## src/jtc_regs.svh

```systemverilog
// constants of the test access port: instruction codes, widths, counts
// assumes inclusion by jtc_pkg and by the design modules that need the numbers
`ifndef JTC_REGS_SVH
`define JTC_REGS_SVH

// instruction register
`define JTC_IR_W 4
`define JTC_IR_CAPTURE 4'h1
`define JTC_INS_EXTEST 4'h0
`define JTC_INS_IDCODE 4'h1
`define JTC_INS_SAMPLE 4'h2
`define JTC_INS_PROG 4'h5
`define JTC_INS_DBG_ISC 4'h8
`define JTC_INS_DBG_BPC 4'h9
`define JTC_INS_DBG_COMM 4'ha
`define JTC_INS_DBG_CTRL 4'hb
`define JTC_INS_BYPASS 4'hf

// data register lengths
`define JTC_ID_W 32
`define JTC_BSCAN_W 16
`define JTC_PROG_W 16
`define JTC_ISC_W 16
`define JTC_BPC_W 16

// synchronised inputs besides the boundary pins: tck, tms, tdi, fuse, disable, debug enable
`define JTC_CTRL_SYNC_W 6

// consecutive tms-high edges that force test-logic-reset
`define JTC_TLR_ONES 3'h5

`endif

```

## src/jtc_pkg.sv

```systemverilog
// types of the test access port: controller states, register selects, pin and strobe bundles
// assumes jtc_regs.svh is on the include path
`include "jtc_regs.svh"

package jtc_pkg;

   // sixteen controller states
   typedef enum logic [3:0] {
      st_tlr      = 4'h0,
      st_rti      = 4'h1,
      st_sel_dr   = 4'h2,
      st_cap_dr   = 4'h3,
      st_shift_dr = 4'h4,
      st_exit1_dr = 4'h5,
      st_pause_dr = 4'h6,
      st_exit2_dr = 4'h7,
      st_upd_dr   = 4'h8,
      st_sel_ir   = 4'h9,
      st_cap_ir   = 4'ha,
      st_shift_ir = 4'hb,
      st_exit1_ir = 4'hc,
      st_pause_ir = 4'hd,
      st_exit2_ir = 4'he,
      st_upd_ir   = 4'hf
   } jtc_state_t;

   // data register placed between tdi and tdo
   typedef enum logic [2:0] {
      dr_bypass = 3'h0,
      dr_idcode = 3'h1,
      dr_bscan  = 3'h2,
      dr_prog   = 3'h3,
      dr_isc    = 3'h4,
      dr_bpc    = 3'h5
   } jtc_dr_t;

   // test pins toward the device
   typedef struct packed {
      logic tck;
      logic tms;
      logic tdi;
   } jtc_pins_t;

   // per-register action strobes, one core cycle each
   typedef struct packed {
      logic capture;
      logic shift;
      logic update;
   } jtc_strobe_t;

endpackage : jtc_pkg

```

## src/jtc_tap.sv

```systemverilog
// test access port: controller, instruction register, data register select and tdo
// assumes tck, tms, tdi, fuse, disable and boundary pins are asynchronous to the core clock
`timescale 1ns/1ps
`include "jtc_regs.svh"

module jtc_tap #(
   parameter logic [`JTC_ID_W-1:0] ID_CODE = 32'h1234_5001 // arbitrary identity value
) (
   input wire logic i_core_clk,
   input wire logic i_rst_n,
   input wire jtc_pkg::jtc_pins_t i_pins,
   input wire logic i_test_port_enable_fuse,
   input wire logic i_test_port_disable_bit,
   input wire logic i_ocd_enable,
   input wire logic [`JTC_BSCAN_W-1:0] i_bscan_in,
   input wire logic [`JTC_PROG_W-1:0] i_prog_in,
   input wire logic [`JTC_ISC_W-1:0] i_isc_in,
   input wire logic [`JTC_BPC_W-1:0] i_bpc_in,
   output logic o_tdo,
   output logic o_tdo_oe,
   output logic o_pullup_en,
   output logic o_port_mode,
   output logic o_run_idle,
   output logic o_extest,
   output logic [`JTC_IR_W-1:0] o_instr,
   output logic [`JTC_BSCAN_W-1:0] o_bscan_out,
   output logic [`JTC_PROG_W-1:0] o_prog_out,
   output logic [`JTC_ISC_W-1:0] o_isc_out,
   output logic [`JTC_BPC_W-1:0] o_bpc_out
);

   localparam int SW = `JTC_CTRL_SYNC_W + `JTC_BSCAN_W;

   // next controller state from tms
   function automatic jtc_pkg::jtc_state_t next_state(input jtc_pkg::jtc_state_t st, input logic tms);
      jtc_pkg::jtc_state_t nx;
      nx = jtc_pkg::st_tlr;
      case (st)
         jtc_pkg::st_tlr: nx = tms ? jtc_pkg::st_tlr : jtc_pkg::st_rti;
         jtc_pkg::st_rti: nx = tms ? jtc_pkg::st_sel_dr : jtc_pkg::st_rti;
         jtc_pkg::st_sel_dr: nx = tms ? jtc_pkg::st_sel_ir : jtc_pkg::st_cap_dr;
         jtc_pkg::st_cap_dr: nx = tms ? jtc_pkg::st_exit1_dr : jtc_pkg::st_shift_dr;
         jtc_pkg::st_shift_dr: nx = tms ? jtc_pkg::st_exit1_dr : jtc_pkg::st_shift_dr;
         jtc_pkg::st_exit1_dr: nx = tms ? jtc_pkg::st_upd_dr : jtc_pkg::st_pause_dr;
         jtc_pkg::st_pause_dr: nx = tms ? jtc_pkg::st_exit2_dr : jtc_pkg::st_pause_dr;
         jtc_pkg::st_exit2_dr: nx = tms ? jtc_pkg::st_upd_dr : jtc_pkg::st_shift_dr;
         jtc_pkg::st_upd_dr: nx = tms ? jtc_pkg::st_sel_dr : jtc_pkg::st_rti;
         jtc_pkg::st_sel_ir: nx = tms ? jtc_pkg::st_tlr : jtc_pkg::st_cap_ir;
         jtc_pkg::st_cap_ir: nx = tms ? jtc_pkg::st_exit1_ir : jtc_pkg::st_shift_ir;
         jtc_pkg::st_shift_ir: nx = tms ? jtc_pkg::st_exit1_ir : jtc_pkg::st_shift_ir;
         jtc_pkg::st_exit1_ir: nx = tms ? jtc_pkg::st_upd_ir : jtc_pkg::st_pause_ir;
         jtc_pkg::st_pause_ir: nx = tms ? jtc_pkg::st_exit2_ir : jtc_pkg::st_pause_ir;
         jtc_pkg::st_exit2_ir: nx = tms ? jtc_pkg::st_upd_ir : jtc_pkg::st_shift_ir;
         jtc_pkg::st_upd_ir: nx = tms ? jtc_pkg::st_sel_dr : jtc_pkg::st_rti;
         default: nx = jtc_pkg::st_tlr;
      endcase
      return nx;
   endfunction : next_state

   // instruction to data register; debug chains fall back to bypass when debug is off
   function automatic jtc_pkg::jtc_dr_t decode_dr(input logic [`JTC_IR_W-1:0] ins, input logic ocd);
      jtc_pkg::jtc_dr_t sel;
      sel = jtc_pkg::dr_bypass;
      case (ins)
         `JTC_INS_EXTEST: sel = jtc_pkg::dr_bscan;
         `JTC_INS_SAMPLE: sel = jtc_pkg::dr_bscan;
         `JTC_INS_IDCODE: sel = jtc_pkg::dr_idcode;
         `JTC_INS_PROG: sel = jtc_pkg::dr_prog;
         `JTC_INS_DBG_ISC: sel = ocd ? jtc_pkg::dr_isc : jtc_pkg::dr_bypass;
         `JTC_INS_DBG_BPC: sel = ocd ? jtc_pkg::dr_bpc : jtc_pkg::dr_bypass;
         default: sel = jtc_pkg::dr_bypass;
      endcase
      return sel;
   endfunction : decode_dr

   logic [SW-1:0] async_vec;
   logic [SW-1:0] sync_vec;
   logic tck_s;
   logic tms_s;
   logic tdi_s;
   logic fuse_s;
   logic dis_s;
   logic ocd_s;
   logic [`JTC_BSCAN_W-1:0] bscan_s;
   logic tck_d_reg;
   logic tck_rise;
   logic tck_fall;
   logic port_en;
   jtc_pkg::jtc_state_t state_reg;
   logic [2:0] ones_reg;
   logic [`JTC_IR_W-1:0] ir_shift_reg;
   logic bypass_reg;
   logic [`JTC_ID_W-1:0] id_shift_reg;
   jtc_pkg::jtc_dr_t dr_sel;
   jtc_pkg::jtc_strobe_t dr_stb;
   jtc_pkg::jtc_strobe_t bscan_stb;
   jtc_pkg::jtc_strobe_t prog_stb;
   jtc_pkg::jtc_strobe_t isc_stb;
   jtc_pkg::jtc_strobe_t bpc_stb;
   logic bscan_tdo;
   logic prog_tdo;
   logic isc_tdo;
   logic bpc_tdo;
   logic tdo_next;

   // every pin-side level passes two flip-flops
   assign async_vec = {i_bscan_in, i_pins.tck, i_pins.tms, i_pins.tdi,
                       i_test_port_enable_fuse, i_test_port_disable_bit, i_ocd_enable};

   jtc_sync #(
      .W(SW)
   ) u_sync (
      .i_core_clk(i_core_clk),
      .i_rst_n(i_rst_n),
      .i_async(async_vec),
      .o_sync(sync_vec)
   );

   assign bscan_s = sync_vec[SW-1:`JTC_CTRL_SYNC_W];
   assign tck_s = sync_vec[5];
   assign tms_s = sync_vec[4];
   assign tdi_s = sync_vec[3];
   assign fuse_s = sync_vec[2];
   assign dis_s = sync_vec[1];
   assign ocd_s = sync_vec[0];

   // tck edge finder on the synchronised level
   always_ff @(posedge i_core_clk or negedge i_rst_n)
   begin
      if (!i_rst_n)
         tck_d_reg <= 1'b0;
      else
         tck_d_reg <= tck_s;
   end

   assign tck_rise = tck_s & ~tck_d_reg;
   assign tck_fall = ~tck_s & tck_d_reg;
   assign port_en = fuse_s & ~dis_s;

   // controller: power-on reset or a disabled port hold test-logic-reset
   always_ff @(posedge i_core_clk or negedge i_rst_n)
   begin
      if (!i_rst_n)
         state_reg <= jtc_pkg::st_tlr;
      else if (!port_en)
         state_reg <= jtc_pkg::st_tlr;
      else if (tck_rise)
         state_reg <= next_state(state_reg, tms_s);
   end

   // run of consecutive tms-high edges, watched by the reset check
   always_ff @(posedge i_core_clk or negedge i_rst_n)
   begin
      if (!i_rst_n)
         ones_reg <= 3'h0;
      else if (!port_en)
         ones_reg <= 3'h0;
      else if (tck_rise)
         ones_reg <= !tms_s ? 3'h0 : (ones_reg == `JTC_TLR_ONES) ? ones_reg : ones_reg + 3'h1;
   end

   // instruction shift path: capture 0x01, shift lsb first
   always_ff @(posedge i_core_clk or negedge i_rst_n)
   begin
      if (!i_rst_n)
         ir_shift_reg <= `JTC_IR_CAPTURE;
      else if (tck_rise && state_reg == jtc_pkg::st_cap_ir)
         ir_shift_reg <= `JTC_IR_CAPTURE;
      else if (tck_rise && state_reg == jtc_pkg::st_shift_ir)
         ir_shift_reg <= {tdi_s, ir_shift_reg[`JTC_IR_W-1:1]};
   end

   // active instruction: identification after reset, new code only in update-ir
   always_ff @(posedge i_core_clk or negedge i_rst_n)
   begin
      if (!i_rst_n)
         o_instr <= `JTC_INS_IDCODE;
      else if (state_reg == jtc_pkg::st_tlr)
         o_instr <= `JTC_INS_IDCODE;
      else if (tck_rise && state_reg == jtc_pkg::st_upd_ir)
         o_instr <= ir_shift_reg;
   end

   assign dr_sel = decode_dr(o_instr, ocd_s);

   // data strobes; exit, pause and exit2 states raise none
   assign dr_stb.capture = tck_rise && state_reg == jtc_pkg::st_cap_dr;
   assign dr_stb.shift = tck_rise && state_reg == jtc_pkg::st_shift_dr;
   assign dr_stb.update = tck_rise && state_reg == jtc_pkg::st_upd_dr;
   assign bscan_stb = (dr_sel == jtc_pkg::dr_bscan) ? dr_stb : 3'h0;
   assign prog_stb = (dr_sel == jtc_pkg::dr_prog) ? dr_stb : 3'h0;
   assign isc_stb = (dr_sel == jtc_pkg::dr_isc) ? dr_stb : 3'h0;
   assign bpc_stb = (dr_sel == jtc_pkg::dr_bpc) ? dr_stb : 3'h0;

   // bypass cell captures zero
   always_ff @(posedge i_core_clk or negedge i_rst_n)
   begin
      if (!i_rst_n)
         bypass_reg <= 1'b0;
      else if (dr_sel == jtc_pkg::dr_bypass && dr_stb.capture)
         bypass_reg <= 1'b0;
      else if (dr_sel == jtc_pkg::dr_bypass && dr_stb.shift)
         bypass_reg <= tdi_s;
   end

   // identification register captures the fixed code
   always_ff @(posedge i_core_clk or negedge i_rst_n)
   begin
      if (!i_rst_n)
         id_shift_reg <= '0;
      else if (dr_sel == jtc_pkg::dr_idcode && dr_stb.capture)
         id_shift_reg <= ID_CODE;
      else if (dr_sel == jtc_pkg::dr_idcode && dr_stb.shift)
         id_shift_reg <= {tdi_s, id_shift_reg[`JTC_ID_W-1:1]};
   end

   jtc_data_reg #(
      .W(`JTC_BSCAN_W)
   ) u_bscan (
      .i_core_clk(i_core_clk),
      .i_rst_n(i_rst_n),
      .i_strobe(bscan_stb),
      .i_tdi(tdi_s),
      .i_par_in(bscan_s),
      .o_par_out(o_bscan_out),
      .o_tdo(bscan_tdo)
   );

   jtc_data_reg #(
      .W(`JTC_PROG_W)
   ) u_prog (
      .i_core_clk(i_core_clk),
      .i_rst_n(i_rst_n),
      .i_strobe(prog_stb),
      .i_tdi(tdi_s),
      .i_par_in(i_prog_in),
      .o_par_out(o_prog_out),
      .o_tdo(prog_tdo)
   );

   jtc_data_reg #(
      .W(`JTC_ISC_W)
   ) u_isc (
      .i_core_clk(i_core_clk),
      .i_rst_n(i_rst_n),
      .i_strobe(isc_stb),
      .i_tdi(tdi_s),
      .i_par_in(i_isc_in),
      .o_par_out(o_isc_out),
      .o_tdo(isc_tdo)
   );

   jtc_data_reg #(
      .W(`JTC_BPC_W)
   ) u_bpc (
      .i_core_clk(i_core_clk),
      .i_rst_n(i_rst_n),
      .i_strobe(bpc_stb),
      .i_tdi(tdi_s),
      .i_par_in(i_bpc_in),
      .o_par_out(o_bpc_out),
      .o_tdo(bpc_tdo)
   );

   // serial output select: instruction path or the chosen data register
   always_comb
   begin
      tdo_next = bypass_reg;
      if (state_reg == jtc_pkg::st_shift_ir)
         tdo_next = ir_shift_reg[0];
      else
      begin
         case (dr_sel)
            jtc_pkg::dr_idcode: tdo_next = id_shift_reg[0];
            jtc_pkg::dr_bscan: tdo_next = bscan_tdo;
            jtc_pkg::dr_prog: tdo_next = prog_tdo;
            jtc_pkg::dr_isc: tdo_next = isc_tdo;
            jtc_pkg::dr_bpc: tdo_next = bpc_tdo;
            default: tdo_next = bypass_reg;
         endcase
      end
   end

   // tdo and its enable move on falling tck; a disabled port drops the enable at once
   always_ff @(posedge i_core_clk or negedge i_rst_n)
   begin
      if (!i_rst_n)
      begin
         o_tdo <= 1'b0;
         o_tdo_oe <= 1'b0;
      end
      else if (!port_en)
         o_tdo_oe <= 1'b0;
      else if (tck_fall)
      begin
         o_tdo <= tdo_next;
         o_tdo_oe <= state_reg == jtc_pkg::st_shift_ir || state_reg == jtc_pkg::st_shift_dr;
      end
   end

   // pin mode, pull-ups and instruction side effects
   always_ff @(posedge i_core_clk or negedge i_rst_n)
   begin
      if (!i_rst_n)
      begin
         o_pullup_en <= 1'b0;
         o_port_mode <= 1'b1;
         o_run_idle <= 1'b0;
         o_extest <= 1'b0;
      end
      else
      begin
         o_pullup_en <= port_en;
         o_port_mode <= ~port_en;
         o_run_idle <= port_en && state_reg == jtc_pkg::st_rti;
         o_extest <= port_en && o_instr == `JTC_INS_EXTEST;
      end
   end

   a_idle_to_select:
   assert property (@(posedge i_core_clk) disable iff (!i_rst_n)
      (tck_rise && port_en && state_reg == jtc_pkg::st_rti && tms_s) |=> state_reg == jtc_pkg::st_sel_dr)
      else $error("idle with tms high did not reach select-dr");

   a_disabled_holds_reset:
   assert property (@(posedge i_core_clk) disable iff (!i_rst_n)
      !port_en |=> state_reg == jtc_pkg::st_tlr && o_port_mode)
      else $error("disabled port not held in reset");

   a_ir_capture_value:
   assert property (@(posedge i_core_clk) disable iff (!i_rst_n)
      (tck_rise && port_en && state_reg == jtc_pkg::st_cap_ir) |=> ir_shift_reg == `JTC_IR_CAPTURE)
      else $error("capture-ir did not load 0x01");

   a_ir_lsb_first:
   assert property (@(posedge i_core_clk) disable iff (!i_rst_n)
      (tck_rise && port_en && state_reg == jtc_pkg::st_shift_ir)
      |=> ir_shift_reg[`JTC_IR_W-1] == $past(tdi_s) && ir_shift_reg[0] == $past(ir_shift_reg[1]))
      else $error("instruction shift not lsb first");

   a_instr_update_only:
   assert property (@(posedge i_core_clk) disable iff (!i_rst_n)
      !$stable(o_instr) |-> $past(state_reg) == jtc_pkg::st_upd_ir || $past(state_reg) == jtc_pkg::st_tlr)
      else $error("instruction changed outside update-ir");

   a_five_ones_reset:
   assert property (@(posedge i_core_clk) disable iff (!i_rst_n)
      (tck_rise && port_en && tms_s && ones_reg == 3'h4) |=> state_reg == jtc_pkg::st_tlr)
      else $error("five tms-high edges did not reach test-logic-reset");

   a_tdo_on_fall:
   assert property (@(posedge i_core_clk) disable iff (!i_rst_n)
      ($rose(o_tdo_oe) || !$stable(o_tdo)) |-> $past(tck_fall))
      else $error("tdo moved away from a falling tck");

   a_tdo_idle_off:
   assert property (@(posedge i_core_clk) disable iff (!i_rst_n)
      (tck_fall && port_en && state_reg == jtc_pkg::st_rti) |=> !o_tdo_oe)
      else $error("tdo driven outside shift states");

   a_pullup_follow:
   assert property (@(posedge i_core_clk) disable iff (!i_rst_n)
      port_en [*2] |-> o_pullup_en && !o_port_mode)
      else $error("enabled port lacks pull-ups");

endmodule : jtc_tap

```

## src/jtc_sync.sv

```systemverilog
// two-stage synchroniser for a bundle of asynchronous levels
// assumes each bit is a slow level or a clock far below the core clock
`timescale 1ns/1ps

module jtc_sync #(
   parameter int W = 1
) (
   input wire logic i_core_clk,
   input wire logic i_rst_n,
   input wire logic [W-1:0] i_async,
   output logic [W-1:0] o_sync
);

   genvar g;
   generate
      for (g = 0; g < W; g = g + 1)
      begin : g_bit
         logic meta_reg;
         // first stage feeds only the second
         always_ff @(posedge i_core_clk or negedge i_rst_n)
         begin
            if (!i_rst_n)
            begin
               meta_reg <= 1'b0;
               o_sync[g] <= 1'b0;
            end
            else
            begin
               meta_reg <= i_async[g];
               o_sync[g] <= meta_reg;
            end
         end
      end
   endgenerate

endmodule : jtc_sync

```

## src/jtc_data_reg.sv

```systemverilog
// one data register: parallel capture, lsb-first serial shift, latched parallel output
// assumes strobes are single core-cycle pulses from the controller
`timescale 1ns/1ps

module jtc_data_reg #(
   parameter int W = 16
) (
   input wire logic i_core_clk,
   input wire logic i_rst_n,
   input wire jtc_pkg::jtc_strobe_t i_strobe,
   input wire logic i_tdi,
   input wire logic [W-1:0] i_par_in,
   output logic [W-1:0] o_par_out,
   output logic o_tdo
);

   logic [W-1:0] shift_reg;

   // capture parallel inputs, then shift toward bit 0
   always_ff @(posedge i_core_clk or negedge i_rst_n)
   begin
      if (!i_rst_n)
         shift_reg <= '0;
      else if (i_strobe.capture)
         shift_reg <= i_par_in;
      else if (i_strobe.shift)
         shift_reg <= {i_tdi, shift_reg[W-1:1]};
   end

   assign o_tdo = shift_reg[0];

   // latched output moves only on update
   always_ff @(posedge i_core_clk or negedge i_rst_n)
   begin
      if (!i_rst_n)
         o_par_out <= '0;
      else if (i_strobe.update)
         o_par_out <= shift_reg;
   end

   a_capture_loads_inputs:
   assert property (@(posedge i_core_clk) disable iff (!i_rst_n)
      i_strobe.capture |=> shift_reg == $past(i_par_in))
      else $error("capture did not load parallel inputs");

   a_output_update_only:
   assert property (@(posedge i_core_clk) disable iff (!i_rst_n)
      !i_strobe.update |=> $stable(o_par_out))
      else $error("parallel output moved outside update");

endmodule : jtc_data_reg

```

## config.mk

```make
export PLATFORM = sky130hd
export DESIGN_NAME = jtc_tap
export DESIGN_NICKNAME = d
export VERILOG_FILES = /design/src/jtc_pkg.sv /design/src/jtc_tap.sv /design/src/jtc_sync.sv /design/src/jtc_data_reg.sv
export VERILOG_INCLUDE_DIRS = /design/src
export SDC_FILE = /design/constraint.sdc
export NUM_CORES = 1
export LEC_CHECK = 0
export ABC_AREA = 1
export BUFFER_PORTS_ARGS = -buffer_cell sky130_fd_sc_hd__buf_2
export CORE_UTILIZATION = 50
export CTS_CLUSTER_SIZE = 30
export DETAILED_ROUTE_END_ITERATION = 7
export GPL_ROUTABILITY_DRIVEN = 1
export PLACE_DENSITY = 0.77
export SYNTH_ARGS = -nofsm -noshare
export SYNTH_HDL_FRONTEND = slang
export SYNTH_SLANG_ARGS = --single-unit
```

## constraint.sdc

```tcl
create_clock -name i_core_clk -period 4.4 [get_ports i_core_clk]
set_input_delay 0.66 -clock i_core_clk [delete_from_list [all_inputs] [get_ports i_core_clk]]
set_output_delay 0.66 -clock i_core_clk [all_outputs]
set_load 0.02 [all_outputs]
```

---- After elaboration in Yosys (flattened, before gate mapping) ----
Cells that the tools add are included.
operators by class
  reductions and logical operators ........ 29
  equality and inequality tests ........... 27
  multiplexer cells ....................... 42
  bitwise logic cells ..................... 7
operators with widths
  kind                                            number
  two-way mux 16 bit                              8
  two-way mux 32 bit                              2
  one-hot mux 4 bit (12 select lines)             1
  == test 4 bit (second input constant)           10
  two-way mux 4 bit                               10
  two-way mux 3 bit                               8
  == test 4 x 3 -> 1 bit (second input constant)  5
  nonzero test 2 bit                              8
  one-hot mux 3 bit (5 select lines)              1
  == test 4 x 2 -> 1 bit (second input constant)  3
  logical AND 1 bit                               12
  == test 4 x 1 -> 1 bit (second input constant)  2
  logical NOT 4 bit                               2
  two-way mux 1 bit                               8
  == test 3 x 2 -> 1 bit (second input constant)  2
  == test 3 bit (second input constant)           2
  two-way mux 2 bit                               3
  OR reduction 2 bit                              3
  one-hot mux 1 bit (5 select lines)              1
  inequality test 2 bit (second input constant)   2
  NOT 1 bit                                       4
  bitwise AND 1 bit                               3
  == test 3 x 1 -> 1 bit (second input constant)  1
  logical NOT 3 bit                               1
  other kinds (3)                                 3
word-level totals
  logic and storage cells ................. 169
  output and inout bits ................... 74
  bits of input ports ..................... 72
  register bits after elaboration ......... 224

---- Logic depth before layout (Yosys ltp) ----
Gate-level depths: netlist of the first run.
  depth in word-level cells ............... 7
  depth in mapped cells ................... 12

---- Hierarchy ----
Synthesis of the first run repeated with hierarchy kept, for this count alone.
second synthesis, totals
  cells, all modules ...................... 983
  area total of the unflattened synthesis .. 9196.3 um2
by module, submodules not included
  module        cells each  sequential area each (um2)  area an instance (um2)  instances
  jtc_data_reg  155         800.8                       1377.6                  4
  jtc_tap       319         1305.0                      2585.0                  1
  jtc_sync      44          1101.1                      1101.1                  1

---- Worst setup path after synthesis of the first run ----
Ideal clock, no wire load.
  kind .................................... register -> register
  start point ............................. register o_instr[0]
  end point ............................... register id_shift_reg[10]
  setup slack ............................. 2683 ps
  stages on the path, launching flop included .. 7
  buffers on the path ..................... 1
  data arrival time ....................... 1589 ps
  cell sequence ........................... dfstp_2 nand2_1 inv_1 nand2_1 a21oi_1 buf_2 o22ai_2
between the ends
  cells in the longest elaborated chain, start to end .. 6
  elaborated cells between the ends (all ways) .. 13
  those cells by class .................... 6 x eq/ne; 2 x mux; 5 x reduce/logical
RTL lines
  item                                                         line                            source
  start, declared                                              jtc_tap.sv:25                   output logic [`JTC_IR_W-1:0] o_instr,
  start signal, assigned                                       jtc_tap.sv:177                  o_instr <= `JTC_INS_IDCODE;
  start signal, assigned                                       jtc_tap.sv:179                  o_instr <= `JTC_INS_IDCODE;
  start signal, assigned                                       jtc_tap.sv:181                  o_instr <= ir_shift_reg;
  == test 4 x 2 -> 1 bit or logical NOT 4 bit (tied branches)  jtc_tap.sv:64                   case (ins)
  OR reduction 2 bit (no line)                                 n/a
  one-hot mux 3 bit (5 select lines) (*)                       jtc_tap.sv:64
  == test 3 x 1 -> 1 bit (*)                                   jtc_tap.sv:211, jtc_tap.sv:213
  logical AND 1 bit (on tied branches)                         jtc_tap.sv:211, jtc_tap.sv:213
  two-way mux 32 bit or nonzero test 2 bit (tied branches)     n/a
  end signal, assigned                                         jtc_tap.sv:214                  id_shift_reg <= {tdi_s, id_shift_reg[`JTC_ID_W-1:1]};
  end, declared                                                jtc_tap.sv:93                   logic [`JTC_ID_W-1:0] id_shift_reg;
Every way passes the cells marked *; elsewhere a longest branch is shown, timed or not.
A chain may end at the register's enable or synchronous reset.

---- Worst setup path after layout of the first run ----
  start point ............................. register tck_d_reg
  end point ............................... register u_bpc.shift_reg[8]
between the ends
  cells in the longest elaborated chain, start to end .. 5
  elaborated cells between the ends (all ways) .. 7
  those cells by class .................... 2 x mux; 2 x bitwise; 3 x reduce/logical
RTL lines
  item                                                      line                            source
  start, declared                                           jtc_tap.sv:85                   logic tck_d_reg;
  start signal, assigned                                    jtc_tap.sv:133                  tck_d_reg <= tck_s;
  NOT 1 bit (*)                                             jtc_tap.sv:136                  assign tck_rise = tck_s & ~tck_d_reg;
  bitwise AND 1 bit (*)                                     jtc_tap.sv:136
  logical AND 1 bit (on tied branches)                      jtc_tap.sv:187, jtc_tap.sv:188
  two-way mux 3 bit (*)                                     jtc_tap.sv:193                  assign bpc_stb = (dr_sel == jtc_pkg::dr_bpc) ? dr_stb : 3'h0;
  two-way mux 16 bit or nonzero test 2 bit (tied branches)  n/a
  end signal, assigned                                      jtc_data_reg.sv:25              shift_reg <= i_par_in;
  end signal, assigned                                      jtc_data_reg.sv:27              shift_reg <= {i_tdi, shift_reg[W-1:1]};
  end, declared                                             jtc_data_reg.sv:17              logic [W-1:0] shift_reg;
Marked as above.

==> flow_metrics.py, run 1 <==
metrics = {
    "worst_setup_path": {
        "critPathRequiredTime_ns": 4.81,
        "criticalPathCategory": "reg2reg",
        "worstSetupStartpointType": "register",
        "arrival_ns": 3.38,
        "path_max_fanout": 54,
        "endpoint_kind": "register",
    },
    "logic_synthesis": {
        "syn_area_per_cell_um2": 9.91,
        "syn-cell-area_um2": 8760,
        "synthArstFlopShare_pct": 100,
        "ys.flop_type": "dfrtp_1",
        "yosysUniqueCellTypes": 27,
        "synth_most_common_cell": "dfrtp_1",
        "yosysTopAreaCell": "dfrtp_1",
        "synth_edf_count": 0,
        "syn_nets": 956,
        "ys_ff_latch": 224,
        "synth_area_leaders": "dfrtp_1 (63%), o21ai_0 (8.2%), nand2_1 (6.2%)",
        "yosysTopAreaCellShare_pct": 63.1,
        "ys_top_cells_by_count": "dfrtp_1 (221), nand2_1 (144), o21ai_0 (144)",
        "yosysWarnings": 0,
        "netlist_instances": 884,
        "seq_area_frac_synth_pct": 64.0,
    },
    "final_layout": {
        "antennaDiodeCount": 0,
        "final_area_um2": 10400,
        "largest_register_ffs": 32,
        "utilization_pct": 60.3,
        "num-fill-cells": 1455,
        "nets": 1087,
        "multiInputGateArea_um2": 2510,
        "seq_area_um2": 5610,
        "drive_gt1_share_pct": 21.0,
        "area_delta_synth_final_pct": 18.2,
    },
    "sta": {
        "setup_ws_ns": 1.43,
        "hold-worst-slack_ns": 0.257,
        "fin_skew_ns": 0.00864,
        "rsz0062_at_grt": "false",
        "min_period_ns": 2.97,
        "finalCritPeriodShare_pct": 67.5,
        "drv_slew": 0,
        "setup_viol": 0,
        "worstMarginPinSlew_ns": 1.12,
        "relSlewSlack_pct": 24.8,
        "tns_ns": 0,
        "fmax_mhz": 337,
        "hold_viol": 0,
    },
    "floorplanning": {
        "rows": 48,
        "die_w_um": 134,
        "core_um2": 17200,
        "pin_count": 146,
        "dieArea_um2": 18100,
        "start_util_pct": 51.0,
        "fp.dieH_um": 134,
    },
    "grt": {
        "antenna_found_initial": 0,
        "grt_pass1_wl_um": 30500,
        "grt_pass1_vias": 6228,
        "overflow": 0,
        "grt_max_degree": 121,
        "grt_usage_pct": 21.0,
    },
    "detailed_routing": {
        "drt_wl_total_um": 18400,
        "wl_per_cell_um": 14.7,
        "ant_nets": 0,
        "via_count": 6494,
        "drc": 0,
        "viasPerCell": 5.17,
        "drt_pass1_iterations": 5,
        "drt-initial-drc-count": 380,
    },
    "flow_run": {
        "cap_violations": 0,
    },
    "worst_hold_path": {
        "min_path_type": "in2async",
    },
    "clocking": {
        "post_cts_resized": 0,
        "ctsHoldBuffers": 0,
        "insertion_delay_ns": 0.50,
        "postCtsSetupRepairBufs": 0,
        "clockBufferDepth": 3,
        "cts-root-buf": "clkbuf_16",
        "cts_tree": "done",
        "cts_made_buffers": 23,
        "cts.sinks": 224,
        "clkTransAtPathRegs_ns": 0.06,
        "htreeDepth": 1,
    },
    "power_and_ir_drop": {
        "p_leak_uw": 0.00525,
        "power.density_nw_per_um2": 393,
        "ir_drop_mv": 0.365,
    },
    "placement": {
        "gp_congestion": 0.868,
        "pre_cts_ws_ns": 1.55,
        "io_buffers": 145,
        "dpl.hpwl_um": 12100,
        "place_area_um2": 9620,
    },
    "run_status": {
        "status": "finished, final reports clean",
    },
}
worst max-delay path: stages, from the launching register on:
cell	delay, ns
dfrtp_1	0.37
inv_2	0.05
nand2_1	0.10
inv_1	0.19
nand3_4	0.47
nand2_1	0.25
inv_2	0.13
nor2_2	0.80
o21ai_0	0.29
o22ai_1	0.20
power by group:
group	leakage [uW]	internal, uW	total (uW)	switching, uW
clock network	0.000364	1110	1890	775
registers	0.00276	2080	2090	9.33
logic	0.00212	28.4	87.6	59.2
total	0.00525	3220	4060	843
metrics by stage:
stage,total power [uW],cells
global placement,2220,1215
finish,4060,1256
floorplan,2140,884
detailed placement,2220,1215
CTS,4120,1256
global route,4210,1256
cell usage in the layout (no fill, tap or decap), types with 3 or more instances in the layout:
master / synthesis / layout
a21oi_1: 12 / 11
buf_2: 15 / 144
clkbuf_16: 0 / 23
clkinv_2: 0 / 9
clkinvlp_4: 0 / 3
dfrtp_1: 221 / 221
dfstp_2: 3 / 3
inv_1: 114 / 114
inv_2: 5 / 5
nand2_1: 144 / 144
nand3_1: 16 / 16
nand4_1: 6 / 6
nor2_1: 67 / 67
nor2_2: 7 / 7
nor3_1: 4 / 4
o211ai_1: 35 / 35
o21ai_0: 144 / 144
o22ai_1: 44 / 44
o22ai_2: 10 / 10
layout make-up:
| type | instances | area share (%) |
|---|---|---|
| inverters | 119 | 4.31 |
| clock buffers | 27 | 5.90 |
| flip-flops and latches | 224 | 54.2 |
| repair buffers | 148 | 7.44 |
| multi-input cells | 499 | 24.2 |
| clock inverters | 14 | 1.23 |
| well taps | 225 | 2.72 |
per-layer routing:
| metal | up-vias | track usage [%] | share of wire [%] |
|---|---|---|---|
| met2 | 212 | 32.5 | 46 |
| met5 | - | 0 | 0 |
| met3 | 41 | 4.65 | 6.7 |
| li1 | 3185 | - | - |
| met1 | 3056 | 29.7 | 46 |
| met4 | 0 | 6.68 | 2.3 |
cell families (layout without fill, tap and decap cells):
group / after synthesis / in the layout / synth area share [%]
compound gates: 250 / 250 / 16.8
buf+inv: 161 / 308 / 7.37
flops: 224 / 224 / 64.0
simple gates: 249 / 249 / 11.8
final timing paths:
kind | endpoint | cells past startpoint | from | slack (ns)
min in group i_core_clk | u_sync.g_bit[4].meta_reg | 1 | i_pins[1] | 0.26
min reg2reg | u_sync.o_sync[13] | 0 | u_sync.g_bit[13].meta_reg | 0.35
max | u_bpc.shift_reg[8] | 9 | tck_d_reg | 1.43
min | u_bscan.o_par_out[10] | 1 | i_rst_n | 0.26
max reg2reg | u_bpc.shift_reg[8] | 9 | tck_d_reg | 1.43
max in group asynchronous | u_prog.shift_reg[12] | 2 | i_rst_n | 3.15
Power figures use the tool's default switching activity.
==> inputs of run 2 (changes only) <==
--- a/config.mk
+++ b/config.mk
@@ -6,13 +6,13 @@
 export SDC_FILE = /design/constraint.sdc
 export NUM_CORES = 1
 export LEC_CHECK = 0
-export ABC_AREA = 1
+export ABC_AREA = 0
 export BUFFER_PORTS_ARGS = -buffer_cell sky130_fd_sc_hd__buf_2
 export CORE_UTILIZATION = 50
 export CTS_CLUSTER_SIZE = 30
 export DETAILED_ROUTE_END_ITERATION = 7
 export GPL_ROUTABILITY_DRIVEN = 1
-export PLACE_DENSITY = 0.77
+export PLACE_DENSITY = 0.8
 export SYNTH_ARGS = -nofsm -noshare
 export SYNTH_HDL_FRONTEND = slang
 export SYNTH_SLANG_ARGS = --single-unit
==> constraint.sdc (replaced) <==
create_clock -name i_core_clk -period 2.4 [get_ports i_core_clk]
set_input_delay 0.36 -clock i_core_clk [delete_from_list [all_inputs] [get_ports i_core_clk]]
set_output_delay 0.36 -clock i_core_clk [all_outputs]
set_load 0.02 [all_outputs]
==> flow_metrics.py, run 2 <==
metrics = {
    "logic_synthesis": {
        "yosysWarnings": 0,
        "netlist_instances": 746,
        "synth_most_common_cell": "dfrtp_1",
        "yosysUniqueCellTypes": 56,
        "synth_area_leaders": "dfrtp_1 (61%), mux2i_1 (6.6%), nand2_1 (5.6%)",
        "ys.flop_type": "dfrtp_1",
        "syn-cell-area_um2": 9110,
        "synthArstFlopShare_pct": 100,
        "syn_nets": 818,
        "seq_area_frac_synth_pct": 61.5,
        "ys_top_cells_by_count": "dfrtp_1 (221), nand2_1 (137), o21ai_0 (77)",
        "synth_edf_count": 0,
        "syn_area_per_cell_um2": 12.2,
        "ys_ff_latch": 224,
        "yosysTopAreaCellShare_pct": 60.7,
        "yosysTopAreaCell": "dfrtp_1",
    },
    "detailed_routing": {
        "wl_per_cell_um": 16.5,
        "viasPerCell": 5.26,
        "drt_pass1_iterations": 5,
        "drt-initial-drc-count": 485,
        "drc": 0,
        "ant_nets": 0,
        "drt_wl_total_um": 19200,
        "via_count": 6112,
    },
    "floorplanning": {
        "fp.dieH_um": 137,
        "core_um2": 17900,
        "rows": 49,
        "start_util_pct": 50.9,
        "dieArea_um2": 18800,
        "pin_count": 146,
        "die_w_um": 137,
    },
    "sta": {
        "drv_slew": 0,
        "tns_ns": 0,
        "relSlewSlack_pct": 54.1,
        "fmax_mhz": 501,
        "min_period_ns": 2.00,
        "finalCritPeriodShare_pct": 83.2,
        "rsz0062_at_grt": "false",
        "hold_viol": 0,
        "setup_viol": 0,
        "hold-worst-slack_ns": 0.138,
        "worstMarginPinSlew_ns": 0.683,
        "setup_ws_ns": 0.404,
        "fin_skew_ns": 0.0120,
    },
    "worst_setup_path": {
        "worstSetupStartpointType": "register",
        "r2r_setup_slack_ns": 0.40,
        "crit-reg2reg-capture": "u_bpc.o_par_out[7]",
        "arrival_ns": 2.37,
        "endpoint_kind": "register",
        "critPathRequiredTime_ns": 2.77,
        "crit_end": "u_bpc.o_par_out[7]",
        "criticalPathCategory": "reg2reg",
        "path_max_fanout": 16,
        "path_buf_inv": 0,
        "r2r-start": "state_reg[2]",
        "slowest_stage": "dfrtp_1",
        "crit_chain": "nor2b_1 -> and3_1 -> nand3_4 -> mux2_4",
        "cpPeakStageDelay_ns": 0.47,
        "reg2regPathDepth": 4,
        "cp.depth": 4,
        "cpLargestDelayFamily": "simple AND/OR/NAND/NOR gates",
        "crit_start": "state_reg[2]",
    },
    "placement": {
        "dpl.hpwl_um": 12500,
        "pre_cts_ws_ns": 0.443,
        "io_buffers": 145,
        "gp_congestion": 0.865,
    },
    "clocking": {
        "cts_tree": "done",
        "cts.sinks": 224,
        "clkTransAtPathRegs_ns": 0.06,
        "clockBufferDepth": 3,
        "insertion_delay_ns": 0.50,
        "cts-root-buf": "clkbuf_16",
        "cts_made_buffers": 23,
        "htreeDepth": 1,
    },
    "grt": {
        "grt_max_degree": 75,
        "grt_usage_pct": 20.9,
        "antenna_found_initial": 2,
        "grt_pass1_vias": 6054,
        "overflow": 0,
        "grt_pass1_wl_um": 30900,
    },
    "worst_hold_path": {
        "min_from": "i_isc_in[13]",
        "min_path_type": "in2reg",
    },
    "final_layout": {
        "utilization_pct": 62.2,
        "largest_register_ffs": 32,
        "nets": 986,
        "mostFrequentLayoutCells": "dfrtp_1 (221), buf_2 (144), nand2_1 (136)",
        "drive_gt1_share_pct": 31.2,
        "layout_commonest_cell": "dfrtp_1",
        "num-fill-cells": 1374,
        "area_delta_synth_final_pct": 22.1,
    },
    "power_and_ir_drop": {
        "ir_drop_mv": 0.655,
        "p_leak_uw": 0.00595,
        "power.density_nw_per_um2": 686,
    },
    "run_status": {
        "status": "finished, final reports clean",
    },
    "flow_run": {
        "cap_violations": 0,
    },
}
## run 2: metal layers
layer  part of all wire, %  GRT usage (%)  vias to the layer above  routed length (um)
li1                      -              -                     2908                   -
met5                     0              0                        -                   0
met1                    44           28.6                     3024                8530
met3                   4.1           3.22                       38                 780
met4                   2.4           7.08                        0                 458
met2                    49           33.8                      142                9410
## run 2: logic make-up after synthesis
kind of cell / count (synthesis) / share of synthesized area (%)
buffers and inverters: 52 / 3.10
muxes: 125 / 15.9
AOI/OAI and AO/OA: 144 / 8.83
DFF: 224 / 61.5
and+or+nand+nor: 201 / 10.7
## run 2: tightest hold or removal path: cells and delay by family
family / cells / cell delay, ns
AOI/OAI and AO/OA: 1 / 0.11
buffers and inverters: 1 / 0.07
muxes: 1 / 0.06
## run 2: worst min path at each step
stage                                      to  slack (ns)  cells past startpoint
after floorplan                    bypass_reg        0.06                      0
after global placement      u_sync.o_sync[21]        0.33                      0
after detailed placement     u_sync.o_sync[4]        0.33                      0
after CTS                 u_isc.shift_reg[13]        0.13                      3
after global routing      u_bpc.shift_reg[11]        0.15                      3
final                     u_isc.shift_reg[13]        0.14                      3
## run 2: report_power, final
part | switching, uW | internal [uW] | total [uW]
registers | 19.6 | 3820 | 3840
logic | 139 | 102 | 241
clock network | 1400 | 2150 | 3550
total | 1560 | 6070 | 7630
## run 2: what timing repair did
action / in CTS / in global routing
hold endpoints to repair: 91 / 0
buffers inserted: 0 / 0
gates resized for setup: 0 / 0
hold buffers: 23 / 0
## run 2: cell type report
type / instances / area, um^2 / area share, %
sequential: 224 / 5610 / 50.4
multi-input combinational: 470 / 3240 / 29.1
timing repair buffer: 190 / 1210 / 10.8
clock buffer: 37 / 718 / 6.45
tap: 229 / 287 / 2.57
clock inverter: 4 / 47.5 / 0.427
inverter: 5 / 18.8 / 0.169
antenna: 2 / 5.00 / 0.0450
## run 2: stage by stage
| stage | instances | cell area (um^2) | total power (uW) |
|---|---|---|---|
| final | 1161 | 11100 | 7630 |
| after CTS | 1159 | 11100 | 7710 |
| after floorplan | 746 | 9110 | 3950 |
| after detailed placement | 1095 | 10100 | 4120 |
| after global placement | 1095 | 10100 | 4120 |
| after global routing | 1161 | 11100 | 7900 |
==> inputs of run 3 (changes only) <==
--- a/config.mk
+++ b/config.mk
@@ -6,13 +6,13 @@
 export SDC_FILE = /design/constraint.sdc
 export NUM_CORES = 1
 export LEC_CHECK = 0
-export ABC_AREA = 0
+export ABC_AREA = 1
 export BUFFER_PORTS_ARGS = -buffer_cell sky130_fd_sc_hd__buf_2
 export CORE_UTILIZATION = 50
 export CTS_CLUSTER_SIZE = 30
 export DETAILED_ROUTE_END_ITERATION = 7
 export GPL_ROUTABILITY_DRIVEN = 1
-export PLACE_DENSITY = 0.8
+export PLACE_DENSITY = 0.77
 export SYNTH_ARGS = -nofsm -noshare
 export SYNTH_HDL_FRONTEND = slang
 export SYNTH_SLANG_ARGS = --single-unit
==> constraint.sdc (replaced) <==
create_clock -name i_core_clk -period 2 [get_ports i_core_clk]
set_input_delay 0.3 -clock i_core_clk [delete_from_list [all_inputs] [get_ports i_core_clk]]
set_output_delay 0.3 -clock i_core_clk [all_outputs]
set_load 0.02 [all_outputs]
==> flow_metrics.py, run 3 (same netlist as run 1, synthesis figures left out) <==
metrics = {
    "worst_hold_path": {
        "min_from": "i_prog_in[12]",
        "whs_path_depth": 3,
        "holdPathEnd": "u_prog.shift_reg[12]",
        "min_path_type": "in2reg",
    },
    "grt": {
        "grt_pass1_vias": 6408,
        "grt_pass1_wl_um": 30900,
        "antenna_found_initial": 0,
        "grt_usage_pct": 21.0,
        "overflow": 0,
        "grt_max_degree": 74,
    },
    "sta": {
        "finalCritPeriodShare_pct": 91.2,
        "min_period_ns": 1.82,
        "hold_viol": 0,
        "hold-worst-slack_ns": 0.0585,
        "relSlewSlack_pct": 61.3,
        "fin_skew_ns": 0.0150,
        "setup_ws_ns": 0.175,
        "tns_ns": 0,
        "drv_slew": 0,
        "setup_viol": 0,
        "worstMarginPinSlew_ns": 0.581,
        "fmax_mhz": 548,
        "rsz0062_at_grt": "false",
    },
    "detailed_routing": {
        "routed-wl-met3_um": 1280,
        "via_count": 6664,
        "ant_nets": 0,
        "drc": 0,
        "wl_per_cell_um": 14.2,
        "viasPerCell": 5.11,
        "drt_pass1_iterations": 5,
        "met2_length_um": 8360,
        "wl_met1_um": 8530,
        "drt-initial-drc-count": 303,
        "drt_wl_total_um": 18600,
        "top_layer_used": "met4",
    },
    "final_layout": {
        "mostFrequentLayoutCells": "dfrtp_1 (220), nand2_1 (144), o21ai_0 (144), buf_2 (144), inv_1 (114)",
        "layout_commonest_cell": "dfrtp_1",
        "largest_register_ffs": 32,
        "nets": 1134,
        "area_delta_synth_final_pct": 24.7,
        "antennaDiodeCount": 0,
        "drive_gt1_share_pct": 22.1,
    },
    "placement": {
        "dpl.hpwl_um": 12400,
        "io_buffers": 145,
        "gp_congestion": 0.836,
        "pre_cts_ws_ns": 0.199,
    },
    "power_and_ir_drop": {
        "power.density_nw_per_um2": 841,
        "finalPower_uw": 9180,
        "p_leak_uw": 0.00550,
        "ir_drop_mv": 0.630,
    },
    "clocking": {
        "cts-root-buf": "clkbuf_16",
        "insertion_delay_ns": 0.50,
        "postCtsSetupRepairBufs": 0,
        "cts_tree": "done",
        "cts.sinks": 224,
        "htreeDepth": 1,
        "clkTransAtPathRegs_ns": 0.06,
        "clockBufferDepth": 3,
        "cts_made_buffers": 24,
    },
    "run_status": {
        "status": "finished, final reports clean",
    },
    "worst_setup_path": {
        "crit_start": "state_reg[1]",
        "criticalPathCategory": "reg2reg",
        "r2r-start": "state_reg[1]",
        "arrival_ns": 2.25,
        "r2r_setup_slack_ns": 0.18,
        "endpoint_kind": "register",
        "critPathRequiredTime_ns": 2.42,
        "path_max_fanout": 17,
        "worstSetupStartpointType": "register",
        "reg2regPathDepth": 10,
        "crit-reg2reg-capture": "id_shift_reg[3]",
    },
    "floorplanning": {
        "rows": 48,
        "dieArea_um2": 18100,
        "fp.dieH_um": 134,
        "core_um2": 17200,
        "pin_count": 146,
        "die_w_um": 134,
        "start_util_pct": 51.0,
    },
    "flow_run": {
        "cap_violations": 0,
    },
}
==> run 3: layout make-up <==
type,instances,area (um^2)
Fill cell,1401,6260
Sequential cell,224,5610
Multi-Input combinational cell,499,2510
Timing Repair Buffer,194,1290
Clock buffer,33,676
Inverter,119,449
Tap cell,225,282
Clock inverter,9,104
==> run 3: what timing repair did <==
item,4_1_cts,5_1_grt
hold buffers,23,0
endpoints found under the setup margin,0,17
hold endpoints to repair,86,0
gates resized for setup,0,3
==> run 3: critical path, stage by stage (launching register included) <==
cell	delay (ns)
dfrtp_2	0.45
inv_1	0.13
nand2_1	0.06
nor2_1	0.17
nand2_1	0.12
nand2_1	0.09
inv_2	0.11
nor2_8	0.16
nand2_2	0.12
buf_6	0.20
o22ai_1	0.12
==> run 3: worst max-delay path by stage <==
stage | slack (ns) | to | depth (start not counted)
2_1_floorplan | 0.28 | id_shift_reg[10] | 6
3_3_place_gp | 0.25 | u_bpc.shift_reg[3] | 8
3_5_place_dp | 0.20 | id_shift_reg[2] | 10
4_1_cts | 0.16 | id_shift_reg[4] | 10
5_1_grt | 0.003 | id_shift_reg[11] | 11
6_report | 0.18 | id_shift_reg[3] | 10
==> run 3: power breakdown <==
part	total (uW)	leakage, uW	internal, uW	switching, uW
clock network	4330	0.000378	2620	1710
logic	245	0.00236	107	138
registers	4600	0.00276	4580	20.6
==> run 3: metal layers <==
layer	track usage, %	vias to the layer above
li1	-	3267
met4	5.56	0
met1	30.0	3173
met5	0	-
met3	5.29	31
met2	32.3	193
==> run 3: through the flow <==
step                utilization, %  area (um^2)  instances
detailed placement            57.6         9900       1238
floorplan                        -         8760        884
CTS                           63.5        10900       1303
finish                        63.6        10900       1303
global route                  63.6        10900       1303
global placement              57.6         9900       1238
